### config.mk
export PLATFORM = sky130hd
export DESIGN_NAME = adcr_readout
export DESIGN_NICKNAME = d
export VERILOG_FILES = /design/src/adcr_pkg.sv /design/src/adcr_fifo.sv /design/src/adcr_readout.sv
export SDC_FILE = /design/constraint.sdc
export NUM_CORES = 1
export LEC_CHECK = 0
export BUFFER_PORTS_ARGS = -buffer_cell sky130_fd_sc_hd__buf_2
export CORE_AREA = 2 2 147 121
export CTS_CLUSTER_SIZE = 40
export DETAILED_ROUTE_END_ITERATION = 6
export DIE_AREA = 0 0 149 123
export HOLD_SLACK_MARGIN = 0.02
export PLACE_DENSITY = 0.7
export SKIP_LAST_GASP = 1
export SYNTH_ARGS = -nofsm -noshare
export SYNTH_HDL_FRONTEND = slang
export SYNTH_HIERARCHICAL = 1
export SYNTH_SLANG_ARGS = --single-unit
### constraint.sdc
create_clock -name clk -period 4 [get_ports clk]
set_clock_uncertainty 0.05 [all_clocks]
set_input_delay 0.4 -clock clk [delete_from_list [all_inputs] [get_ports clk]]
set_output_delay 0.4 -clock clk [all_outputs]
set_load 0.01 [all_outputs]
### src/adcr_pkg.sv
// Shared constants and types for the converter result read-out block
package adcr_pkg;
  localparam int CLK_PERIOD_NS = 20;
  localparam int RES_W = 16;
  localparam int BYTE_W = 8;
  localparam int FIFO_DEPTH = 8;
  localparam int CNT_W = 11;
  localparam int BIT_CNT_W = 5;
  // Conversion time, least figure
  localparam int CONV_TIME_NS = 19000;
  localparam int CONV_CYC = (CONV_TIME_NS + CLK_PERIOD_NS - 1) / CLK_PERIOD_NS;
  // Start of conversion to first internal shift clock
  localparam int CLK_DLY_NS = 1400;
  localparam int CLK_DLY_CYC = (CLK_DLY_NS + CLK_PERIOD_NS - 1) / CLK_PERIOD_NS;
  // Internal shift clock period, each half rounded down
  localparam int SCLK_PER_NS = 1100;
  localparam int SCLK_HALF_CYC = SCLK_PER_NS / 2 / CLK_PERIOD_NS;
  localparam int SER_BITS = 16;
  localparam logic [RES_W-1:0] OUT_RST = 16'h0000;
  localparam logic [BYTE_W-1:0] BUS_RST = 8'h00;
  // Synchroniser lane positions
  localparam int SY_CS = 0;
  localparam int SY_RD = 1;
  localparam int SY_BYTE = 2;
  localparam int SY_FMT = 3;
  localparam int SY_SRC = 4;
  localparam int SY_SCLK = 5;
  localparam int SY_W = 6;
  typedef enum logic [3:0] {
    ST_IDLE = 4'b0001,
    ST_CONV = 4'b0010,
    ST_LOAD = 4'b0100,
    ST_SETTLE = 4'b1000
  } adcr_state_t;
endpackage : adcr_pkg

### src/adcr_fifo.sv
// Result FIFO between the converter core and the output register
`timescale 1ns/100ps
module adcr_fifo #(
  parameter int WIDTH = 16,
  parameter int DEPTH = 8
) (
  // Clock and reset
  input wire logic clk,
  input wire logic rst_n,
  // Fill side
  input wire logic in_valid,
  output logic in_ready,
  input wire logic [WIDTH-1:0] in_data,
  // Drain side
  output logic out_valid,
  input wire logic out_ready,
  output logic [WIDTH-1:0] out_data
);
  localparam int PW = $clog2(DEPTH);
  // Count is one bit wider than the pointers, so full fits
  localparam logic [PW:0] FULL_CNT = (PW+1)'(DEPTH);

  logic [WIDTH-1:0] mem_q [DEPTH];
  logic [PW-1:0] wr_q;
  logic [PW-1:0] rd_q;
  logic [PW:0] cnt_q;
  logic [PW:0] cnt_d;
  logic push;
  logic pop;

  assign push = in_valid && in_ready;
  assign pop = out_valid && out_ready;
  assign out_data = mem_q[rd_q];

  always_comb begin
    cnt_d = cnt_q;
    if (push && !pop) begin
      cnt_d = cnt_q + (PW+1)'(1);
    end else if (pop && !push) begin
      cnt_d = cnt_q - (PW+1)'(1);
    end
  end

  always_ff @(posedge clk) begin
    if (push) begin
      mem_q[wr_q] <= in_data;
    end
  end

  // Flags come from flops so the ready port is registered
  always_ff @(posedge clk) begin
    if (!rst_n) begin
      wr_q <= '0;
      rd_q <= '0;
      cnt_q <= '0;
      in_ready <= 1'b1;
      out_valid <= 1'b0;
    end else begin
      if (push) begin
        wr_q <= (wr_q == PW'(DEPTH - 1)) ? '0 : wr_q + PW'(1);
      end
      if (pop) begin
        rd_q <= (rd_q == PW'(DEPTH - 1)) ? '0 : rd_q + PW'(1);
      end
      cnt_q <= cnt_d;
      in_ready <= (cnt_d != FULL_CNT);
      out_valid <= (cnt_d != '0);
    end
  end
endmodule : adcr_fifo

### src/adcr_readout.sv
// Result read-out of a 16-bit converter: format, parallel bytes, serial
//
// Overview of operation
// - Format input high: straight binary, low: twos complement
// - First result after power-up is meaningless
// - Parallel read never alters the output register
// - Each serial clock shifts register one bit, except the first external rising edge
// - Internal mode: start drives clock, sends previous result
// - External mode: clock pin input, conversion self-timed
// - External mode after conversion: host clocks result out
// - External mode during conversion: previous result clocked
// - Convert commands ignored while busy low
// - Twos complement codes 7fff, 0000, ffff, 8000
// - Straight binary codes ffff, 8000, 7fff, 0000
// - Bus driven only when reading and selected
// - Byte select low upper byte, high lower
// - Byte select may toggle freely within cycle
// - Output register undefined until first conversion; here reset loads 0000
// - Register updated before busy rises
// - Start is level OR of active-low selects
// - Busy low from start until result stored
// - Internal mode sends 16 pulses, MSB first
`timescale 1ns/100ps
module adcr_readout #(
  parameter int CONV_CYCLES = adcr_pkg::CONV_CYC,
  parameter int FIFO_DEPTH = adcr_pkg::FIFO_DEPTH
) (
  // Clock and reset
  input wire logic clk,
  input wire logic rst_n,
  // Host control pins
  input wire logic chip_select_n,
  input wire logic read_convert,
  input wire logic byte_select,
  input wire logic code_format_select,
  input wire logic clock_source_select,
  // Shift clock pin, two-way
  input wire logic shift_clock_in,
  output logic shift_clock_out,
  output logic shift_clock_oe,
  // Serial and parallel results
  output logic serial_result_out,
  output logic [adcr_pkg::BYTE_W-1:0] result_bus_out,
  output logic result_bus_oe,
  output logic busy,
  // Converter core results, twos complement
  input wire logic core_valid,
  output logic core_ready,
  input wire logic [adcr_pkg::RES_W-1:0] core_code
);
  import adcr_pkg::*;

  // Straight binary is the offset form of twos complement
  function automatic logic [RES_W-1:0] fmt_code(input logic [RES_W-1:0] c,
                                                input logic sb);
    fmt_code = {c[RES_W-1] ^ sb, c[RES_W-2:0]};
  endfunction : fmt_code

  logic [SY_W-1:0] sy1_q;
  logic [SY_W-1:0] sy2_q;
  logic sclk_dly_q;
  logic cs_s;
  logic rd_s;
  logic byte_s;
  logic fmt_s;
  logic src_s;
  logic sclk_rise;
  adcr_state_t st_q;
  logic [CNT_W-1:0] cnt_q;
  logic start;
  logic load;
  logic [RES_W-1:0] out_q;
  logic [RES_W-1:0] out_fmt;
  logic fifo_valid;
  logic [RES_W-1:0] fifo_data;
  logic int_run_q;
  logic int_sclk_q;
  logic [CNT_W-1:0] int_tmr_q;
  logic [BIT_CNT_W-1:0] int_left_q;
  logic int_shift;
  logic ext_en;
  logic ext_first_q;
  logic ext_shift;
  logic fresh_q;

  // Pins pass two flops; first stage feeds only the second
  always_ff @(posedge clk) begin
    if (!rst_n) begin
      sy1_q <= '0;
      sy2_q <= '0;
      sclk_dly_q <= 1'b0;
    end else begin
      sy1_q <= {shift_clock_in, clock_source_select, code_format_select,
                byte_select, read_convert, chip_select_n};
      sy2_q <= sy1_q;
      sclk_dly_q <= sy2_q[SY_SCLK];
    end
  end

  assign cs_s = sy2_q[SY_CS];
  assign rd_s = sy2_q[SY_RD];
  assign byte_s = sy2_q[SY_BYTE];
  assign fmt_s = sy2_q[SY_FMT];
  assign src_s = sy2_q[SY_SRC];
  assign sclk_rise = sy2_q[SY_SCLK] && !sclk_dly_q;

  // Level start, only sampled while idle
  assign start = (st_q == ST_IDLE) && !cs_s && !rd_s;
  assign load = (st_q == ST_LOAD) && fifo_valid;

  adcr_fifo #(
    .WIDTH(RES_W),
    .DEPTH(FIFO_DEPTH)
  ) u_fifo (
    .clk(clk),
    .rst_n(rst_n),
    .in_valid(core_valid),
    .in_ready(core_ready),
    .in_data(core_code),
    .out_valid(fifo_valid),
    .out_ready(load),
    .out_data(fifo_data)
  );

  // Conversion sequencer on the internal clock in both modes
  always_ff @(posedge clk) begin
    if (!rst_n) begin
      st_q <= ST_IDLE;
      cnt_q <= '0;
    end else begin
      unique case (st_q)
        ST_IDLE: begin
          if (start) begin
            st_q <= ST_CONV;
            cnt_q <= CNT_W'(CONV_CYCLES - 1);
          end
        end
        ST_CONV: begin
          if (cnt_q == '0) begin
            st_q <= ST_LOAD;
          end else begin
            cnt_q <= cnt_q - CNT_W'(1);
          end
        end
        // An empty core FIFO stalls the conversion end
        ST_LOAD: begin
          if (fifo_valid) begin
            st_q <= ST_SETTLE;
          end
        end
        ST_SETTLE: begin
          st_q <= ST_IDLE;
        end
      endcase
    end
  end

  // Busy falls on start, rises one cycle after the register load, on the same edge that refreshes the bus
  always_ff @(posedge clk) begin
    if (!rst_n) begin
      busy <= 1'b1;
    end else if (start) begin
      busy <= 1'b0;
    end else if (st_q == ST_SETTLE) begin
      busy <= 1'b1;
    end
  end

  // Internal shift clock; the timer doubles as the rate divider
  assign int_shift = int_run_q && int_tmr_q == '0 && int_sclk_q;

  always_ff @(posedge clk) begin
    if (!rst_n) begin
      int_run_q <= 1'b0;
      int_sclk_q <= 1'b0;
      int_tmr_q <= '0;
      int_left_q <= '0;
    end else if (start && !src_s) begin
      int_run_q <= 1'b1;
      int_sclk_q <= 1'b0;
      int_tmr_q <= CNT_W'(CLK_DLY_CYC - 1);
      int_left_q <= BIT_CNT_W'(SER_BITS);
    end else if (int_run_q) begin
      if (int_tmr_q != '0) begin
        int_tmr_q <= int_tmr_q - CNT_W'(1);
      end else begin
        int_tmr_q <= CNT_W'(SCLK_HALF_CYC - 1);
        if (int_sclk_q) begin
          int_sclk_q <= 1'b0;
          int_left_q <= int_left_q - BIT_CNT_W'(1);
        end else if (int_left_q == '0) begin
          int_run_q <= 1'b0;
        end else begin
          int_sclk_q <= 1'b1;
        end
      end
    end
  end

  // External clock: MSB holds over the first rising edge
  assign ext_en = src_s && !cs_s && rd_s;
  assign ext_shift = ext_en && sclk_rise && !ext_first_q;

  always_ff @(posedge clk) begin
    if (!rst_n) begin
      ext_first_q <= 1'b1;
    end else if (!ext_en) begin
      ext_first_q <= 1'b1;
    end else if (sclk_rise) begin
      ext_first_q <= 1'b0;
    end
  end

  // Output register: loading beats shifting, so a late clock loses a bit
  always_ff @(posedge clk) begin
    if (!rst_n) begin
      out_q <= OUT_RST;
    end else if (load) begin
      out_q <= fifo_data;
    end else if (int_shift || ext_shift) begin
      out_q <= {out_q[RES_W-2:0], 1'b0};
    end
  end

  // Only the stored top bit is inverted; shifted bits keep their value
  always_ff @(posedge clk) begin
    if (!rst_n) begin
      fresh_q <= 1'b1;
    end else if (load) begin
      fresh_q <= 1'b1;
    end else if (int_shift || ext_shift) begin
      fresh_q <= 1'b0;
    end
  end

  assign out_fmt = fmt_code(out_q, fmt_s);

  // Pin drivers, all registered
  always_ff @(posedge clk) begin
    if (!rst_n) begin
      result_bus_out <= BUS_RST;
      result_bus_oe <= 1'b0;
      serial_result_out <= 1'b0;
      shift_clock_out <= 1'b0;
      shift_clock_oe <= 1'b0;
    end else begin
      result_bus_oe <= !cs_s && rd_s;
      result_bus_out <= byte_s ? out_fmt[BYTE_W-1:0] :
                        out_fmt[RES_W-1:BYTE_W];
      serial_result_out <= out_q[RES_W-1] ^ (fmt_s && fresh_q);
      shift_clock_out <= int_sclk_q;
      shift_clock_oe <= !src_s;
    end
  end

  // Checking helpers
  logic [BIT_CNT_W:0] pulse_cnt_q;
  always_ff @(posedge clk) begin
    if (!rst_n || (start && !src_s)) begin
      pulse_cnt_q <= '0;
    end else if (int_sclk_q && !shift_clock_out) begin
      pulse_cnt_q <= pulse_cnt_q + (BIT_CNT_W+1)'(1);
    end
  end

  chk_bus_enable: assert property (@(posedge clk) disable iff (!rst_n)
    (!cs_s && rd_s) ##1 (!cs_s && rd_s) |-> result_bus_oe)
    else $error("bus not driven while read selected");

  chk_bus_hiz: assert property (@(posedge clk) disable iff (!rst_n)
    $past(cs_s || !rd_s) |-> !result_bus_oe)
    else $error("bus driven while not read selected");

  chk_byte_pick: assert property (@(posedge clk) disable iff (!rst_n)
    $stable(out_q) && $stable(fmt_s) |=>
    result_bus_out == ($past(byte_s) ? $past(out_fmt[7:0]) :
    $past(out_fmt[15:8])))
    else $error("wrong byte on result bus");

  chk_par_hold: assert property (@(posedge clk) disable iff (!rst_n)
    !load && !int_shift && !ext_shift |=> $stable(out_q))
    else $error("output register changed without load or shift");

  chk_shift_step: assert property (@(posedge clk) disable iff (!rst_n)
    (int_shift || ext_shift) && !load |=>
    out_q == {$past(out_q[14:0]), 1'b0})
    else $error("serial clock did not shift one place");

  chk_format_msb: assert property (@(posedge clk) disable iff (!rst_n)
    ##1 serial_result_out ==
    ($past(out_q[15]) ^ ($past(fmt_s) && $past(fresh_q))))
    else $error("serial bit in wrong code format");

  chk_busy_ignore: assert property (@(posedge clk) disable iff (!rst_n)
    !busy && st_q == ST_CONV && cnt_q > 11'd1 |=> st_q == ST_CONV)
    else $error("conversion disturbed while busy low");

  chk_busy_after_load: assert property (@(posedge clk) disable iff (!rst_n)
    $rose(busy) |-> $past(load, 2))
    else $error("busy rose before register update");

  chk_busy_low: assert property (@(posedge clk) disable iff (!rst_n)
    start |=> !busy [*8])
    else $error("busy did not stay low after start");

  chk_start_level: assert property (@(posedge clk) disable iff (!rst_n)
    st_q == ST_IDLE && !cs_s && !rd_s |=> !busy && st_q == ST_CONV)
    else $error("level start not taken");

  chk_pulse_count: assert property (@(posedge clk) disable iff (!rst_n)
    $fell(int_run_q) |-> pulse_cnt_q == 6'd16)
    else $error("internal clock pulse count not sixteen");

  chk_int_drive: assert property (@(posedge clk) disable iff (!rst_n)
    start && !src_s |=> ##1 shift_clock_oe ##[1:80] shift_clock_out)
    else $error("internal clock not driven after start");

  chk_ext_input: assert property (@(posedge clk) disable iff (!rst_n)
    src_s && $past(src_s) |=> !shift_clock_oe)
    else $error("shift clock driven in external mode");

  cov_int_frame: cover property (@(posedge clk) disable iff (!rst_n)
    $fell(int_run_q) && pulse_cnt_q == 6'd16);
  cov_ext_shift: cover property (@(posedge clk) disable iff (!rst_n)
    ext_shift && !busy);
  cov_byte_swap: cover property (@(posedge clk) disable iff (!rst_n)
    result_bus_oe && $changed(byte_s));
  cov_fifo_full: cover property (@(posedge clk) disable iff (!rst_n)
    !core_ready);
endmodule : adcr_readout

==> metrics.md <==
| Metric | Value |
|---|---|
| CTS tree | built |
| CP endpoint kind | register |
| Cell Rows | 43 |
| Synth area leaders | edfxtp_1 43%, dfxtp_1 21%, mux4_1 8.2%, nand2_1 2.5%, mux2_2 2.0% |
| Share of the synthesized area in the top cell type | between 40 and 50% |
| Maxcap violations | 0 |
| H-tree levels | 1 |
| Cts-stage hold buffer count | 0 |
| Synth unique cells | 62 |
| Post-route ant nets | 0 |
| I/O Buffers | 38 |
| GP Congestion | roughly 0.75 |
| Critical Path Fanout Max | 33 |
| Worst Setup Slack, final | about 1.1 ns |
| Worst-margin pin slew | 1.06 ns |
| Global-route wire length before repair | 27200 um |
| Grt ovf | 0 |
| DR iter-0 viols | about 400 |
| Syn_nets | between 600 and 700 |
| # DRC | 0 |
| Finished layout cell area | about 0.010 mm^2 |
| Final WL | 16600 um |
| Outcome | completed |
| Ratio of cells with drive above 1 in the final layout | between 10% and 20% |
| Pins Over Slew Limit | 0 |
| HPWL after DPL | 10400 um |
| WP data required | 4.31 ns |
| Asr flop ratio synth | 0% |
| Hold path depth | 2 |
| Die Wd | approximately 150 um |
| Vias | 5253 |
| Max-Slew Margin vs Limit | between 20 and 30% |
| Cell count after synthesis | between 600 and 700 |
| Initial Util | 52.9% |
| Pre-CTS setup slack | between 1 and 1.5 ns |
| Sequential share of the synthesized area | about 64% |
| Final hold violation count | 0 |
| Non-Filler Instances | ~920 |
| WL per Instance | approximately 18 um |
| Vert. Die Dim | 123 um |
| Core area | 0.0169 mm^2 |
| YS warnings | 6 |
| Fin Setup TNS | 0 ns |
| CTS buffer count | 22 |
| Power per cell area | 483 mW/mm^2 |
| Period utilization | between 70 and 80% |
| Hold crit path type | primary input to register |
| Clk root buf | clkbuf_16 |
| Mapped Area | 0.00893 mm^2 |
| # IOs | 39 |
| Clock Path Buffers | 3 |
| Peak supply drop | around 0.00024 V |
| Worst reg2reg path depth | 10 |
| Nets@finish | roughly 700 |
| Tot GR Track Use | approximately a fifth |
| Leakage power | around 0.0034 uW |
| Vias per inst | between 5 and 6 |
| Critical Path Source Type | register |
| Post-DP Area | 0.00935 mm^2 |
| Clock sink count | 220 |
| Top_reg_cell synth | edfxtp_1 |
| Largest net degree at the start of global routing | 34 |
| CTS resizes | 0 |
| Synth area leader | edfxtp_1 |
| Diode count | 0 |
| Vias in the first global route | 5287 |
| Most common cell after layout, fill and taps aside | edfxtp_1 |
| Number of synthesized flops with an enable pin | around 130 |
| Synth Register Bits | between 200 and 250 |
| CP Data Arrival Time | 3.22 ns |
| Layout fillers | between 1k and 1.5k |
| Final setup fails | 0 |
| RSZ-0062 raised after global routing | no |
| Commonest non-fill, non-tap cells in the layout | 128 x edfxtp_1, 92 x dfxtp_1, 59 x nand2_1, 38 x buf_2, 37 x nor2_1 |
| Initial antenna violation count | 0 |
| Clock Pin Slew Worst Setup and Hold Paths | 0.06 ns |
| Initial DRT Pass Iterations | 4 |
| Avg Inst Size Synth | approximately 14 um^2 |
| Clk_lat worst skew | a little under 0.5 ns |
| Area growth, synth to finish | 12.8% |
| Fin crit period | ~3 ns |
| Max frequency | ~340 MHz |
| Die area | approximately 0.018 mm^2 |
| Setup repair bufs after CTS | 0 |
| Dpl cells | 876 |
| Critical path class | register to register |
==> cell type report <==
class                   count  area, um^2  area share, %
flip-flops and latches    220        5690           56.4
multi-input cells         369        3070           30.5
clock buffers              36         678           6.73
well taps                 225         282           2.80
repair buffers             47         258           2.56
inverters                  15        56.3          0.559
clock inverters             4        45.0          0.447
==> power by group <==
part	internal, uW	total, uW	switching (uW)
logic	137	326	189
registers	2470	2530	59.5
clock network	1220	2020	795
==> worst paths after layout <==
kind / start / endpoint / slack [ns]
setup / recovery: st_q[2] / u_fifo/in_ready / 1.09
hold / removal: clock_source_select / sy1_q[4] / 0.06
setup reg to reg: st_q[2] / u_fifo/in_ready / 1.09
hold reg to reg: sy1_q[3] / sy2_q[3] / 0.38
==> cell usage after synthesis, drive strengths merged (9+ instances only) <==
cell type,number
a21oi,27
a311oi,17
and2,18
buf,19
clkbuf,10
dfxtp,92
edfxtp,128
ha,10
inv,14
mux2,16
mux4,32
nand2,59
nand2b,10
nand3,12
nor2,38
nor3,17
nor4,19
o21ai,9
or3,9
==> logic make-up (layout without fill, tap and decap cells) <==
family                   count (synthesis)  count (layout)  synth area share, %
AO/OA/AOI/OAI                           75              75                 5.83
flip-flops                             220             220                 63.7
multiplexers                            56              56                 12.2
buffers and inverters                   44             102                 2.54
XOR/XNOR                                14              14                 1.37
adder cells (fa/ha/maj)                 10              10                 1.40
AND/OR/NAND/NOR                        214             214                 13.0
==> critical path, stage by stage, from the launching register on <==
cell and delay [ns]:
dfxtp_1 0.49, nor4b_1 0.38, nand2_1 0.09, buf_4 0.21
inv_1 0.07, buf_4 0.30, nand2_1 0.26, nand2_1 0.20
a2bb2oi_1 0.30, mux2i_1 0.29, nand3_1 0.12
==> stage by stage <==
| stage | hold slack (ns) | power, uW | util (%) |
|---|---|---|---|
| detailed placement | 0.369 | 2900 | 55.3 |
| global placement | 0.367 | 2880 | 55.3 |
| CTS | 0.0453 | 4900 | 59.6 |
| finish | 0.0578 | 4870 | 59.6 |
| global route | 0.0506 | 5040 | 59.6 |
| floorplan | 0.362 | 2800 | - |
==> metal layers <==
metal	part of all wire, %	global-route usage, %
met5	0	0
met3	4.2	2.99
met4	1.9	4.46
met1	46	26.6
met2	48	31.4
==> sequential cells by signal, indices dropped and copies added, names as in the netlist, 3 cells and up, named ones only <==
register	flops
u_fifo/rd_q	3
u_fifo/cnt_q	4
sy1_q	6
out_q	16
u_fifo/mem_q	128
int_left_q	5
u_fifo/wr_q	3
cnt_q	11
int_tmr_q	11
st_q	4
result_bus_out	8
sy2_q	6
Note: power is estimated with default switching activity, not from simulation.
